`config.mk`:
```
export PLATFORM = sky130hd
export DESIGN_NAME = pcs_setup_bank
export DESIGN_NICKNAME = d
export VERILOG_FILES = /design/src/rtl/pcs_prescaler.v /design/src/rtl/pcs_setup_bank.v
export VERILOG_INCLUDE_DIRS = /design/src /design/src/rtl
export SDC_FILE = /design/constraint.sdc
export NUM_CORES = 1
export LEC_CHECK = 0
export BUFFER_PORTS_ARGS = -buffer_cell sky130_fd_sc_hd__clkbuf_2
export CORE_ASPECT_RATIO = 1.2
export CORE_MARGIN = 3
export CORE_UTILIZATION = 40
export CTS_BUF_LIST = sky130_fd_sc_hd__clkbuf_16
export DETAILED_ROUTE_END_ITERATION = 10
export PLACE_DENSITY = 0.66
export SKIP_LAST_GASP = 1
export SLEW_MARGIN = 20
export SYNTH_ARGS = -nofsm -noshare
export SYNTH_HDL_FRONTEND = slang
export SYNTH_SLANG_ARGS = --single-unit
```
`constraint.sdc`:
```
create_clock -name sys_clk -period 4.1 [get_ports sys_clk]
set_input_delay 0.41 -clock sys_clk [delete_from_list [all_inputs] [get_ports sys_clk]]
set_output_delay 0.41 -clock sys_clk [all_outputs]
set_load 0.01 [all_outputs]
```
`src/rtl/pcs_defs.vh`:
```
// Register map, field positions and reset values for the port and
// serial clock setup bank.
// Assumes inclusion by plain name from rtl/ files.
`ifndef PCS_DEFS_VH
`define PCS_DEFS_VH

`define PCS_ADDR_W        4
`define PCS_DATA_W        16
`define PCS_OFF_LATCH     4'h0
`define PCS_OFF_DIR       4'h1
`define PCS_OFF_IBUF      4'h2
`define PCS_OFF_CLKEN     4'h3
`define PCS_OFF_PRESC     4'h4
`define PCS_BIT_CS        4
`define PCS_BIT_IBUF      1
`define PCS_BIT_GATE      2
`define PCS_PRS_LO        0
`define PCS_PRS_HI        3
`define PCS_RST_LATCH     8'h00
`define PCS_RST_DIR       8'hFF
`define PCS_RST_IBUF      8'h00
`define PCS_RST_CLKEN     8'h00
`define PCS_RST_PRESC     16'h0000
`define PCS_PRESC_MASK    16'h00FF

`endif

```
`src/rtl/pcs_prescaler.v`:
```
// Power-of-two prescaler giving a one-cycle enable pulse train.
// Assumes a free-running system clock and synchronous active-low reset.
`timescale 1ns/1ps
module pcs_prescaler #(
    parameter CNT_W = 15
) (
    // Clock and reset
    input  wire         sys_clk,
    input  wire         resetn,
    // Control
    input  wire         run,
    input  wire [3:0]   sel,
    // Divided clock enable
    output reg          tick_r
);
    reg  [CNT_W-1:0] cnt_r;
    wire [CNT_W-1:0] mask;

    // Mask of low sel bits; tick when all of them are set
    assign mask = ~({CNT_W{1'b1}} << sel);

    always @(posedge sys_clk) begin
        if (!resetn) begin
            cnt_r  <= {CNT_W{1'b0}};
            tick_r <= 1'b0;
        end else if (!run) begin
            // Gate off: counter cleared so the divided clock stops
            cnt_r  <= {CNT_W{1'b0}};
            tick_r <= 1'b0;
        end else begin
            cnt_r  <= cnt_r + {{(CNT_W-1){1'b0}}, 1'b1};
            tick_r <= ((cnt_r & mask) == mask);
        end
    end
endmodule

```
`src/rtl/pcs_setup_bank.v`:
```
// Setup register bank: chip select pin, input buffer select, serial
// unit clock gate and first operation clock prescaler.
// Assumes a single-cycle register port master on sys_clk.
//
// Summary of operation
// - Output mode drives latch bit onto pin
// - Input mode reads pin level at bit
// - Direction 0 output buffer on, 1 off
// - Buffer select: 0 normal, 1 TTL
// - Clock gate 0 stops, 1 supplies clock
//
// The plain strobed port and the address map were left to the implementer.
`timescale 1ns/1ps
`include "pcs_defs.vh"
module pcs_setup_bank (
    // Clock and reset
    input  wire                    sys_clk,
    input  wire                    resetn,
    // Register port
    input  wire [`PCS_ADDR_W-1:0]  reg_addr,
    input  wire [`PCS_DATA_W-1:0]  reg_wdata,
    input  wire                    reg_wr,
    input  wire                    reg_rd,
    output reg  [`PCS_DATA_W-1:0]  reg_rdata_r,
    // Chip select pin
    input  wire                    cs_pin_i,
    output reg                     cs_pin_o_r,
    output reg                     cs_pin_oe_r,
    // Serial data input buffer type
    output reg                     ttl_sel_r,
    // Serial array unit clocking
    output reg                     unit_clk_en_r,
    output reg                     op_clk_tick_r
);
    reg  [7:0]  latch_r;
    reg  [7:0]  dir_r;
    reg  [7:0]  ibuf_r;
    reg  [7:0]  clken_r;
    reg  [15:0] presc_r;
    reg  [2:0]  cs_sync_r;
    reg         cs_lvl_r;
    reg  [15:0] rd_nxt;
    reg  [7:0]  latch_view;
    wire        tick;

    // Pin sample: level changes once stages two and three agree
    always @(posedge sys_clk) begin
        if (!resetn) begin
            cs_sync_r <= 3'h0;
            cs_lvl_r  <= 1'b0;
        end else begin
            cs_sync_r <= {cs_sync_r[1:0], cs_pin_i};
            if (cs_sync_r[1] == cs_sync_r[2])
                cs_lvl_r <= cs_sync_r[2];
        end
    end

    // Each write lands only in the addressed register
    always @(posedge sys_clk) begin
        if (!resetn) begin
            latch_r <= `PCS_RST_LATCH;
            dir_r   <= `PCS_RST_DIR;
            ibuf_r  <= `PCS_RST_IBUF;
            clken_r <= `PCS_RST_CLKEN;
            presc_r <= `PCS_RST_PRESC;
        end else if (reg_wr) begin
            if (reg_addr == `PCS_OFF_LATCH)
                latch_r <= reg_wdata[7:0];
            else if (reg_addr == `PCS_OFF_DIR)
                dir_r <= reg_wdata[7:0];
            else if (reg_addr == `PCS_OFF_IBUF)
                ibuf_r <= reg_wdata[7:0];
            else if (reg_addr == `PCS_OFF_CLKEN)
                clken_r <= reg_wdata[7:0];
            else if (reg_addr == `PCS_OFF_PRESC)
                presc_r <= reg_wdata & `PCS_PRESC_MASK;
        end
    end

    // Latch position reads the pin while in input mode
    always @* begin
        latch_view = latch_r;
        if (dir_r[`PCS_BIT_CS])
            latch_view[`PCS_BIT_CS] = cs_lvl_r;
    end

    always @* begin
        rd_nxt = 16'h0000;
        if (reg_addr == `PCS_OFF_LATCH)
            rd_nxt = {8'h00, latch_view};
        else if (reg_addr == `PCS_OFF_DIR)
            rd_nxt = {8'h00, dir_r};
        else if (reg_addr == `PCS_OFF_IBUF)
            rd_nxt = {8'h00, ibuf_r};
        else if (reg_addr == `PCS_OFF_CLKEN)
            rd_nxt = {8'h00, clken_r};
        else if (reg_addr == `PCS_OFF_PRESC)
            rd_nxt = presc_r;
    end

    // Read data stand only in the cycle after the strobe
    always @(posedge sys_clk) begin
        if (!resetn)
            reg_rdata_r <= 16'h0000;
        else if (reg_rd)
            reg_rdata_r <= rd_nxt;
        else
            reg_rdata_r <= 16'h0000;
    end

    // Pin and control outputs, all registered
    always @(posedge sys_clk) begin
        if (!resetn) begin
            cs_pin_o_r    <= 1'b0;
            cs_pin_oe_r   <= 1'b0;
            ttl_sel_r     <= 1'b0;
            unit_clk_en_r <= 1'b0;
            op_clk_tick_r <= 1'b0;
        end else begin
            cs_pin_o_r    <= latch_r[`PCS_BIT_CS];
            cs_pin_oe_r   <= ~dir_r[`PCS_BIT_CS];
            ttl_sel_r     <= ibuf_r[`PCS_BIT_IBUF];
            unit_clk_en_r <= clken_r[`PCS_BIT_GATE];
            // Divided clock stops with the gate as well
            op_clk_tick_r <= tick & clken_r[`PCS_BIT_GATE];
        end
    end

    pcs_prescaler #(
        .CNT_W (15)
    ) u_presc (
        .sys_clk (sys_clk),
        .resetn  (resetn),
        .run     (clken_r[`PCS_BIT_GATE]),
        .sel     (presc_r[`PCS_PRS_HI:`PCS_PRS_LO]),
        .tick_r  (tick)
    );
endmodule

```
==> run_results.csv, run 1 <==
group,metric,value,unit
cts,cts_buffer_depth,2,
setup_path,worstPathMaxFanout,52,
setup_path,crit_path_end_kind,"flop",
job,cap_violations,0,
sta,rsz0062_at_grt,"no",
placed_design,dp.cells,449,
sta,period_share,48.6,%
setup_path,crit_required,4370,ps
setup_path,arrival,2260,ps
synthesis,ys_warn_count,0,
cells_and_area,n_antenna_cell,0,
synthesis,synth-seq-area-share,46.4,%
setup_path,cpLargestDelayFamily,"simple AND/OR/NAND/NOR gates",
setup_path,crit_chain,"clkbuf_2 -> nand2_1 -> nor3_1 -> o211ai_1 -> nand2_1",
detailed_routing,viasPerCell,5.26,
die,dieArea,8980,um^2
detailed_routing,drcViolationCount,0,
setup_path,worstSetupStartpointType,"primary input",
placed_design,postPlaceCellArea,3290,um^2
sta,slew_violations,0,
die,start_util,42.3,%
cells_and_area,final_common_cell,"dfxtp_1",
placed_design,dp_slack,1790,ps
cts,cts_root_buffer,"clkbuf_16",
synthesis,synth_flop_cell,"dfxtp_1",
grt,grt-ovfl-total,0,
die,coreArea,7440,um^2
cts,cts_sinks,73,
grt,grt_pass1_vias,2255,
sta,relSlewSlack,41.1,%
cells_and_area,stdcell_count,465,
cts,htree_levels,3,
die,num_rows,34,
sta,fin_crit,1990,ps
setup_path,slowest_delay,650,ps
sta,worst_clock_skew,6.04,ps
setup_path,crit_path_frequent_cell,"nand2_1",
cells_and_area,nets,396,
sta,tns,0,ps
placed_design,dp_hpwl,4.62,mm
synthesis,async_flop_share,0,%
setup_path,path_class,"primary input to flop",
detailed_routing,drt_first_pass_iters,6,
cts,hold_buffers,0,
sta,fmax,0.502,GHz
power,p_leak,1.46,nW
detailed_routing,dr.first_iter.drc_count,128,
detailed_routing,avgRoutedWirePerCell,14.7,um
placed_design,portBuffers,29,
synthesis,syn_avg_cell_area,9.05,um^2
grt,grt_usage,16.4,%
synthesis,synthCells,348,
die,dieWidth,87.0,um
detailed_routing,wirelength,6.82,mm
cts,post_cts_buffers,0,
synthesis,syn_area,3150,um^2
hold_path,hold_path.class,"primary input to flop",
die,die_h,103,um
setup_path,cpMaxStageDelayCell,"clkbuf_2",
sta,setup_violations,0,
grt,antenna_found_initial,0,
cells_and_area,drive_gt1_share,14.9,%
sta,setup_ws,2110,ps
sta,finalHoldViolations,0,
sta,worst_pin_slew,883,ps
synthesis,synth_edf_count,0,
grt,grt_pass1_wl,11.2,mm
die,io_pins,46,
cts,path_clk_slew,60,ps
cells_and_area,most-common-layout-cells,"dfxtp_1 (73), nand2_1 (47), clkbuf_2 (29)",
cells_and_area,stdcell_area,3580,um^2
power,p_per_area,432,nW/um^2
run_status,status,"finished, final reports clean",
setup_path,cp_num_buf_inv,1,
placed_design,place_congestion,0.878,
sta,fin_hold_ws,293,ps
detailed_routing,drtAntennaViolNets,0,
power,ir_worst_vdd,0.256,mV
cts,clk_latency,330,ps
synthesis,ys_ff_latch,73,
grt,grt_max_degree,53,
cts,cts_resized,0,
cts,cts_buffers,9,
synthesis,ys_types,47,
cts,cts_tree,"done",
detailed_routing,num_vias,2448,
cells_and_area,area_delta_synth_final,13.8,%
==> cell families after synthesis <==
logic type	count (synthesis)	share of synthesized area, %
AOI/OAI and AO/OA	60	12.7
xor gates and xnor gates	10	2.78
adders and majority gates	2	0.755
buffers and inverters	33	5.44
DFF	73	46.4
muxes	27	8.62
other	1	0.119
and+or+nand+nor	142	23.2
==> synthesized netlist by cell type (5+ instances only) <==
| cell type | count | area [um^2] |
|---|---|---|
| a21boi_1 | 8 | 60.1 |
| a21oi_1 | 12 | 60.1 |
| a22oi_1 | 7 | 52.6 |
| and2_1 | 5 | 31.3 |
| buf_2 | 5 | 25.0 |
| buf_4 | 9 | 67.6 |
| clkbuf_1 | 10 | 37.5 |
| dfxtp_1 | 73 | 1460 |
| inv_1 | 6 | 22.5 |
| mux2i_1 | 26 | 260 |
| nand2_1 | 47 | 176 |
| nand3_1 | 22 | 110 |
| nor2_1 | 15 | 56.3 |
| nor2b_1 | 28 | 175 |
| o211ai_1 | 7 | 52.6 |
| o21ai_0 | 10 | 50.1 |
| o22ai_1 | 7 | 43.8 |
| xor2_1 | 8 | 70.1 |
==> layer usage <==
layer	vias up	wire [um]	track usage, %
met5	-	0	0
met4	0	150	8.27
met3	13	222	4.52
met2	43	3420	26.8
met1	1169	3020	19.8
li1	1223	-	-
==> state kept, by name, indices dropped and copies added (netlist names) <==
signal	cells
presc_r	8
unit_clk_en_r	1
cs_pin_oe_r	1
ttl_sel_r	1
cs_pin_o_r	1
op_clk_tick_r	1
u_presc.tick_r	1
cs_sync_r	3
clken_r	8
dir_r	8
cs_lvl_r	1
reg_rdata_r	8
ibuf_r	8
u_presc.cnt_r	15
latch_r	8
==> path summary, 6_finish.rpt <==
| path | slack (ps) | to | startpoint | depth (start not counted) |
|---|---|---|---|---|
| min reg2reg | 430 | cs_sync_r[1]$_SDFF_PN0_ | cs_sync_r[0]$_SDFF_PN0_ | 1 |
| max reg2reg | 2610 | u_presc.cnt_r[8]$_SDFF_PN0_ | u_presc.cnt_r[0]$_SDFF_PN0_ | 4 |
| max | 2110 | reg_rdata_r[0]$_SDFF_PN0_ | resetn | 5 |
| min | 290 | cs_sync_r[0]$_SDFF_PN0_ | cs_pin_i | 2 |
==> worst reg2reg max path, delay by kind of cell (launching register included) <==
kind / cells / cell delay (ps)
compound gates: 1 / 140
simple gates: 2 / 640
fa+ha+maj: 1 / 220
flops: 1 / 410
==> per-stage QoR <==
stage | utilization (%) | total power, W
4_1_cts | 48.1 | 0.00156
5_1_grt | 48.1 | 0.00160
6_report | 48.1 | 0.00155
3_3_place_gp | 44.3 | 0.000813
2_1_floorplan | - | 0.000793
3_5_place_dp | 44.3 | 0.000814
==> layout make-up <==
type                            instances  area, um^2
Fill cell                             702        3860
Clock inverter                          7        61.3
Multi-Input combinational cell        249        1540
Sequential cell                        73        1460
Timing Repair Buffer                   30         153
Inverter                                7        26.3
Tap cell                               90         113
Clock buffer                            9         225
==> report_power, final <==
group | internal, W | switching (W)
logic | 0.0000273 | 0.0000498
clock network | 0.000463 | 0.000285
registers | 0.000718 | 0.00000431
total | 0.00121 | 0.000339
Power figures use the tool's default switching activity.
==> run 2: changes to the inputs <==
- clock period: 4.1 -> 1.9 ns (I/O delays scaled with it)
==> run_results.csv, run 2 (synthesis gave the netlist of run 1 again) <==
group,metric,value,unit
run_status,status,"finished, final reports clean",
setup_path,setup.worst_path.start,"u_presc.cnt_r[0]$_SDFF_PN0_",
setup_path,slowest_delay,410,ps
cts,cts_buffers,9,
setup_path,r2r_slack,420,ps
power,clock_power_share,50.3,%
job,cap_violations,0,
sta,fmax,0.677,GHz
hold_path,whs_path_depth,2,
grt,grt_max_degree,50,
sta,finalHoldViolations,0,
cells_and_area,largest_reg_flops,15,
hold_path,hold_path_end,"cs_sync_r[0]$_SDFF_PN0_",
detailed_routing,drtAntennaViolNets,0,
cts,cts_buffer_depth,2,
cts,clk_latency,330,ps
power,p_per_area,953,nW/um^2
setup_path,reg2regPathDepth,5,
placed_design,dp_hpwl,4.71,mm
hold_path,hp-start,"cs_pin_i",
power,p_leak,1.51,nW
sta,period_share,77.8,%
sta,relSlewSlack,51.5,%
setup_path,reg2reg_to,"u_presc.cnt_r[12]$_SDFF_PN0_",
setup_path,timing.rr.start,"u_presc.cnt_r[0]$_SDFF_PN0_",
setup_path,cp_num_buf_inv,0,
cts,cts_resized,0,
power,switchingPower,0.000738,W
placed_design,portBuffers,29,
sta,worst_pin_slew,723,ps
sta,setup_ws,422,ps
die,coreArea,7440,um^2
cells_and_area,final_common_cell,"dfxtp_1",
setup_path,crit_chain,"ha_1 -> nand3_1 -> nor3_1 -> xnor2_1 -> nor2_1",
power,p_comb_share,5.0,%
die,io_pins,46,
cells_and_area,most-common-layout-cells,"dfxtp_1 (73), nand2_1 (47), clkbuf_2 (29)",
setup_path,path_class,"flop to flop",
detailed_routing,drcViolationCount,0,
cells_and_area,drive_gt1_share,16.8,%
power,swShare,21.2,%
sta,setup_violations,0,
setup_path,worstSetupStartpointType,"flop",
detailed_routing,avgRoutedWirePerCell,14.5,um
cts,path_clk_slew,60,ps
setup_path,worstPathMaxFanout,9,
sta,worst_clock_skew,6.07,ps
detailed_routing,viasPerCell,5.21,
die,num_rows,34,
setup_path,crit_path_end_kind,"flop",
setup_path,cpLargestDelayFamily,"simple AND/OR/NAND/NOR gates",
die,start_util,42.3,%
power,ir_worst_vdd,0.664,mV
grt,grt_pass1_wl,11.4,mm
cts,hold_buffers,0,
grt,grt-ovfl-total,0,
placed_design,dp_slack,256,ps
setup_path,arrival,1670,ps
cts,cts_tree,"done",
cells_and_area,n_antenna_cell,0,
cells_and_area,area_delta_synth_final,16.2,%
die,die_h,103,um
power,intPower,0.00275,W
detailed_routing,dr.first_iter.drc_count,99,
cts,htree_levels,3,
detailed_routing,wirelength,6.84,mm
sta,fin_crit,1480,ps
setup_path,cpMaxStageDelayCell,"dfxtp_1",
grt,grt_pass1_vias,2367,
sta,slew_violations,0,
cts,cts_sinks,73,
placed_design,place_congestion,0.871,
setup_path,crit_required,2090,ps
cells_and_area,regMostFlops,"u_presc.cnt_r",
cts,post_cts_buffers,0,
detailed_routing,drt_first_pass_iters,4,
grt,antenna_found_initial,0,
grt,grt_usage,16.6,%
cells_and_area,nets,403,
power,pwr-share-seq,44.7,%
cts,cts_root_buffer,"clkbuf_16",
detailed_routing,num_vias,2457,
die,dieArea,8980,um^2
die,dieWidth,87.0,um
sta,rsz0062_at_grt,"no",
hold_path,hold_path.class,"primary input to flop",
sta,tns,0,ps
## run 2: cell types whose count changed in the layout (fill, tap and decap cells not counted), sizes merged
cell and change:
clkinvlp -1, bufinv +1, buf +7
## run 2: area by class of cell
| type | count | area, um^2 |
|---|---|---|
| Multi-Input combinational cell | 249 | 1540 |
| Clock buffer | 9 | 225 |
| Inverter | 7 | 26.3 |
| Tap cell | 90 | 113 |
| Fill cell | 694 | 3790 |
| Timing Repair Buffer | 37 | 205 |
| Sequential cell | 73 | 1460 |
| Clock inverter | 7 | 85.1 |
## run 2: worst register-to-register path, delay by kind of cell, from the launching register on
family	cells	cell delay [ps]
adder cells (fa/ha/maj)	1	210
XOR/XNOR	1	150
AND/OR/NAND/NOR	3	580
flip-flops	1	410
## run 2: routing by layer
metal	part of all wire (%)	up-vias	GRT usage, %
met5	0	-	0
met4	2.0	0	7.19
met3	3.7	13	4.68
met2	51	47	28.2
met1	43	1150	19.5
li1	-	1247	-
## run 2: per-stage QoR
step	instances	instance area (um^2)	utilization, %	power (W)	hold slack (ps)
floorplan	355	3170	-	0.00171	259
global placement	456	3350	45.0	0.00176	402
detailed placement	456	3350	45.0	0.00176	403
CTS	472	3660	49.1	0.00352	60.3
global route	472	3660	49.1	0.00360	69.5
finish	472	3660	49.1	0.00349	68.8
## run 2: worst max path at each step
stage / endpoint / slack [ps] / cells past startpoint
after floorplan: u_presc.tick_r$_SDFF_PN0_ / 560 / 4
after global placement: reg_rdata_r[2]$_SDFF_PN0_ / 290 / 5
after detailed placement: reg_rdata_r[2]$_SDFF_PN0_ / 260 / 5
after CTS: u_presc.cnt_r[12]$_SDFF_PN0_ / 400 / 5
after global routing: u_presc.cnt_r[8]$_SDFF_PN0_ / 210 / 4
final: u_presc.cnt_r[12]$_SDFF_PN0_ / 420 / 5
## run 2: power groups by stage
stage	Clock [W]	Sequential [W]	Combinational, W
2_1_floorplan	0	0.00159	0.000120
3_3_place_gp	0	0.00159	0.000170
3_5_place_dp	0	0.00159	0.000172
4_1_cts	0.00179	0.00156	0.000173
5_1_grt	0.00185	0.00156	0.000189
6_report	0.00175	0.00156	0.000174
==> run 3: changes to the inputs <==
- ABC_AREA: unset -> 1
- PLACE_DENSITY: 0.66 -> 0.68
- clock period: 1.9 -> 1.3 ns (I/O delays scaled with it)
==> run_results.csv, run 3 <==
group,metric,value,unit
die,die_h,106,um
run_status,status,"finished, final reports clean",
setup_path,worstPathMaxFanout,6,
grt,grt_usage,18.8,%
synthesis,ys_types,29,
cts,cts_root_buffer,"clkbuf_16",
placed_design,place_congestion,0.827,
synthesis,synth-seq-area-share,44.3,%
cts,cts_buffers,9,
setup_path,timing.rr.start,"u_presc.cnt_r[0]$_SDFF_PN0_",
die,num_rows,35,
grt,antenna_found_initial,0,
hold_path,hp-start,"cs_pin_i",
setup_path,arrival,1420,ps
cts,path_clk_slew,60,ps
cells_and_area,stdcell_count,614,
setup_path,reg2reg_to,"u_presc.cnt_r[10]$_SDFF_PN0_",
sta,finalHoldViolations,0,
sta,setup_ws,104,ps
placed_design,postPlaceCellArea,3580,um^2
synthesis,synthCells,473,
setup_path,worstSetupStartpointType,"flop",
sta,tns,0,ps
cells_and_area,n_antenna_cell,0,
power,p_per_area,1360,nW/um^2
setup_path,path_class,"flop to flop",
cells_and_area,largest_reg_flops,15,
die,dieArea,9380,um^2
synthesis,yosys-top-cells-area,"dfxtp_1 (44%), nand2_1 (14%), nand3_1 (9.1%)",
grt,grt-ovfl-total,0,
cts,cts_tree,"done",
power,ir_worst_vdd,0.918,mV
cts,hold_buffers,0,
synthesis,async_flop_share,0,%
hold_path,whs_path_depth,3,
detailed_routing,drtAntennaViolNets,0,
synthesis,syn_area,3300,um^2
placed_design,dp.cells,598,
cells_and_area,area_delta_synth_final,19.7,%
synthesis,ys_warn_count,0,
sta,slew_violations,0,
sta,rsz0062_at_grt,"yes",
cells_and_area,most-common-layout-cells,"nand2_1 (122), dfxtp_1 (72), nand3_1 (59)",
cts,cts_buffer_depth,2,
detailed_routing,wirelength,7.93,mm
detailed_routing,drt_first_pass_iters,4,
sta,worst_clock_skew,4.40,ps
detailed_routing,avgRoutedWirePerCell,12.9,um
cts,clk_latency,330,ps
hold_path,hold_path.class,"primary input to flop",
synthesis,synth_flop_cell,"dfxtp_1",
detailed_routing,drcViolationCount,0,
grt,grt_pass1_vias,3015,
sta,fmax,0.836,GHz
sta,fin_crit,1200,ps
sta,setup_violations,0,
grt,grt_pass1_wl,13.8,mm
cells_and_area,stdcell_area,3950,um^2
hold_path,hold_path_end,"cs_sync_r[0]$_SDFF_PN0_",
setup_path,r2r_slack,100,ps
synthesis,syn_avg_cell_area,6.98,um^2
placed_design,portBuffers,29,
setup_path,crit_path_end_kind,"flop",
die,dieWidth,88.9,um
synthesis,synth_top_area_share,44.3,%
grt,grt_max_degree,25,
detailed_routing,dr.first_iter.drc_count,147,
detailed_routing,viasPerCell,5.01,
cells_and_area,regMostFlops,"u_presc.cnt_r",
job,cap_violations,0,
detailed_routing,num_vias,3079,
cts,htree_levels,3,
setup_path,reg2regPathDepth,6,
synthesis,synth_most_common_cell,"nand2_1",
cells_and_area,nets,543,
synthesis,ys_ff_latch,73,
die,io_pins,46,
cts,cts_sinks,73,
synthesis,ys_top_cells_by_count,"nand2_1 (122), dfxtp_1 (73), nand3_1 (60)",
synthesis,synth_edf_count,0,
setup_path,crit_required,1520,ps
placed_design,dp_slack,-5.85,ps
cells_and_area,finish.utilization,50.4,%
placed_design,dp_hpwl,5.73,mm
die,coreArea,7840,um^2
cts,post_cts_buffers,0,
power,p_leak,1.74,nW
die,start_util,42.1,%
synthesis,synth_area_leader_cell,"dfxtp_1",
cells_and_area,drive_gt1_share,16.5,%
cells_and_area,final_common_cell,"nand2_1",
sta,period_share,92.0,%
## run 3: cell types whose count changed in the layout (fill, tap and decap cells not counted), moves of 26 or more
| cell | before | now |
|---|---|---|
| nand2_1 | 47 | 122 |
| inv_1 | 6 | 55 |
| nand3_1 | 22 | 59 |
| a21oi_1 | 12 | 44 |
| nor2b_1 | 28 | 0 |
| nor2_1 | 15 | 42 |
| mux2i_1 | 26 | 0 |
## run 3: routing by layer
layer / vias up / track usage, % / routed length [um]
met5: - / 0 / 0
met3: 19 / 3.67 / 365
met2: 85 / 31.6 / 3960
met4: 0 / 8.64 / 248
met1: 1395 / 22.4 / 3360
li1: 1580 / - / -
## run 3: layout make-up
class / count / area (um^2)
Clock buffer: 9 / 225
Clock inverter: 7 / 119
Fill cell: 781 / 3890
Inverter: 61 / 229
Multi-Input combinational cell: 326 / 1530
Sequential cell: 73 / 1460
Tap cell: 92 / 115
Timing Repair Buffer: 46 / 273
## run 3: how the worst max path moves through the flow
stage / from / to / slack, ps / cells after the start
global placement: u_presc.cnt_r[0]$_SDFF_PN0_ / u_presc.cnt_r[14]$_SDFF_PN0_ / 50 / 6
finish: u_presc.cnt_r[0]$_SDFF_PN0_ / u_presc.cnt_r[10]$_SDFF_PN0_ / 100 / 6
floorplan: u_presc.cnt_r[0]$_SDFF_PN0_ / u_presc.cnt_r[14]$_SDFF_PN0_ / 110 / 6
CTS: u_presc.cnt_r[0]$_SDFF_PN0_ / u_presc.cnt_r[10]$_SDFF_PN0_ / 4 / 6
global route: u_presc.cnt_r[0]$_SDFF_PN0_ / u_presc.cnt_r[6]$_SDFF_PN0_ / -40 / 5
detailed placement: u_presc.cnt_r[0]$_SDFF_PN0_ / u_presc.cnt_r[14]$_SDFF_PN0_ / -6 / 6
## run 3: timing repair
item                                    4_1_cts  5_1_grt
gates resized for setup                       1        7
hold endpoints to repair                      0        0
endpoints found under the setup margin        2        6
## run 3: kinds of logic (layout without fill, tap and decap cells)
kind of cell               count (synthesis)  in the layout  share of synthesized area, %
buffers and inverters                     81            123                          10.9
AOI/OAI and AO/OA                         69             69                          10.7
adders and majority gates                  1              1                         0.379
other                                      1              8                         0.114
and+or+nand+nor                          246            246                          33.1
DFF                                       73             73                          44.3
xor gates and xnor gates                   2              2                         0.531
## run 3: stage by stage
stage | hold slack, ps | total power, W
after floorplan | 228 | 0.00251
after global placement | 315 | 0.00260
after detailed placement | 353 | 0.00261
after CTS | 11.0 | 0.00541
after global routing | 38.1 | 0.00558
final | 3.36 | 0.00538
## run 3: report_power, final
part	total, W	switching, W	internal [W]
sequential	0.00229	0.0000169	0.00227
combinational	0.000273	0.000189	0.0000843
clock	0.00282	0.000952	0.00187
total	0.00538	0.00116	0.00423
## run 3: worst max-delay path, cell delays in order, from the launching register on
cell and delay, ps:
dfxtp_1 330, ha_1 190, nand3_2 180, nor2_2 190, nand3_1 90, nand2_1 70
a21oi_1 40
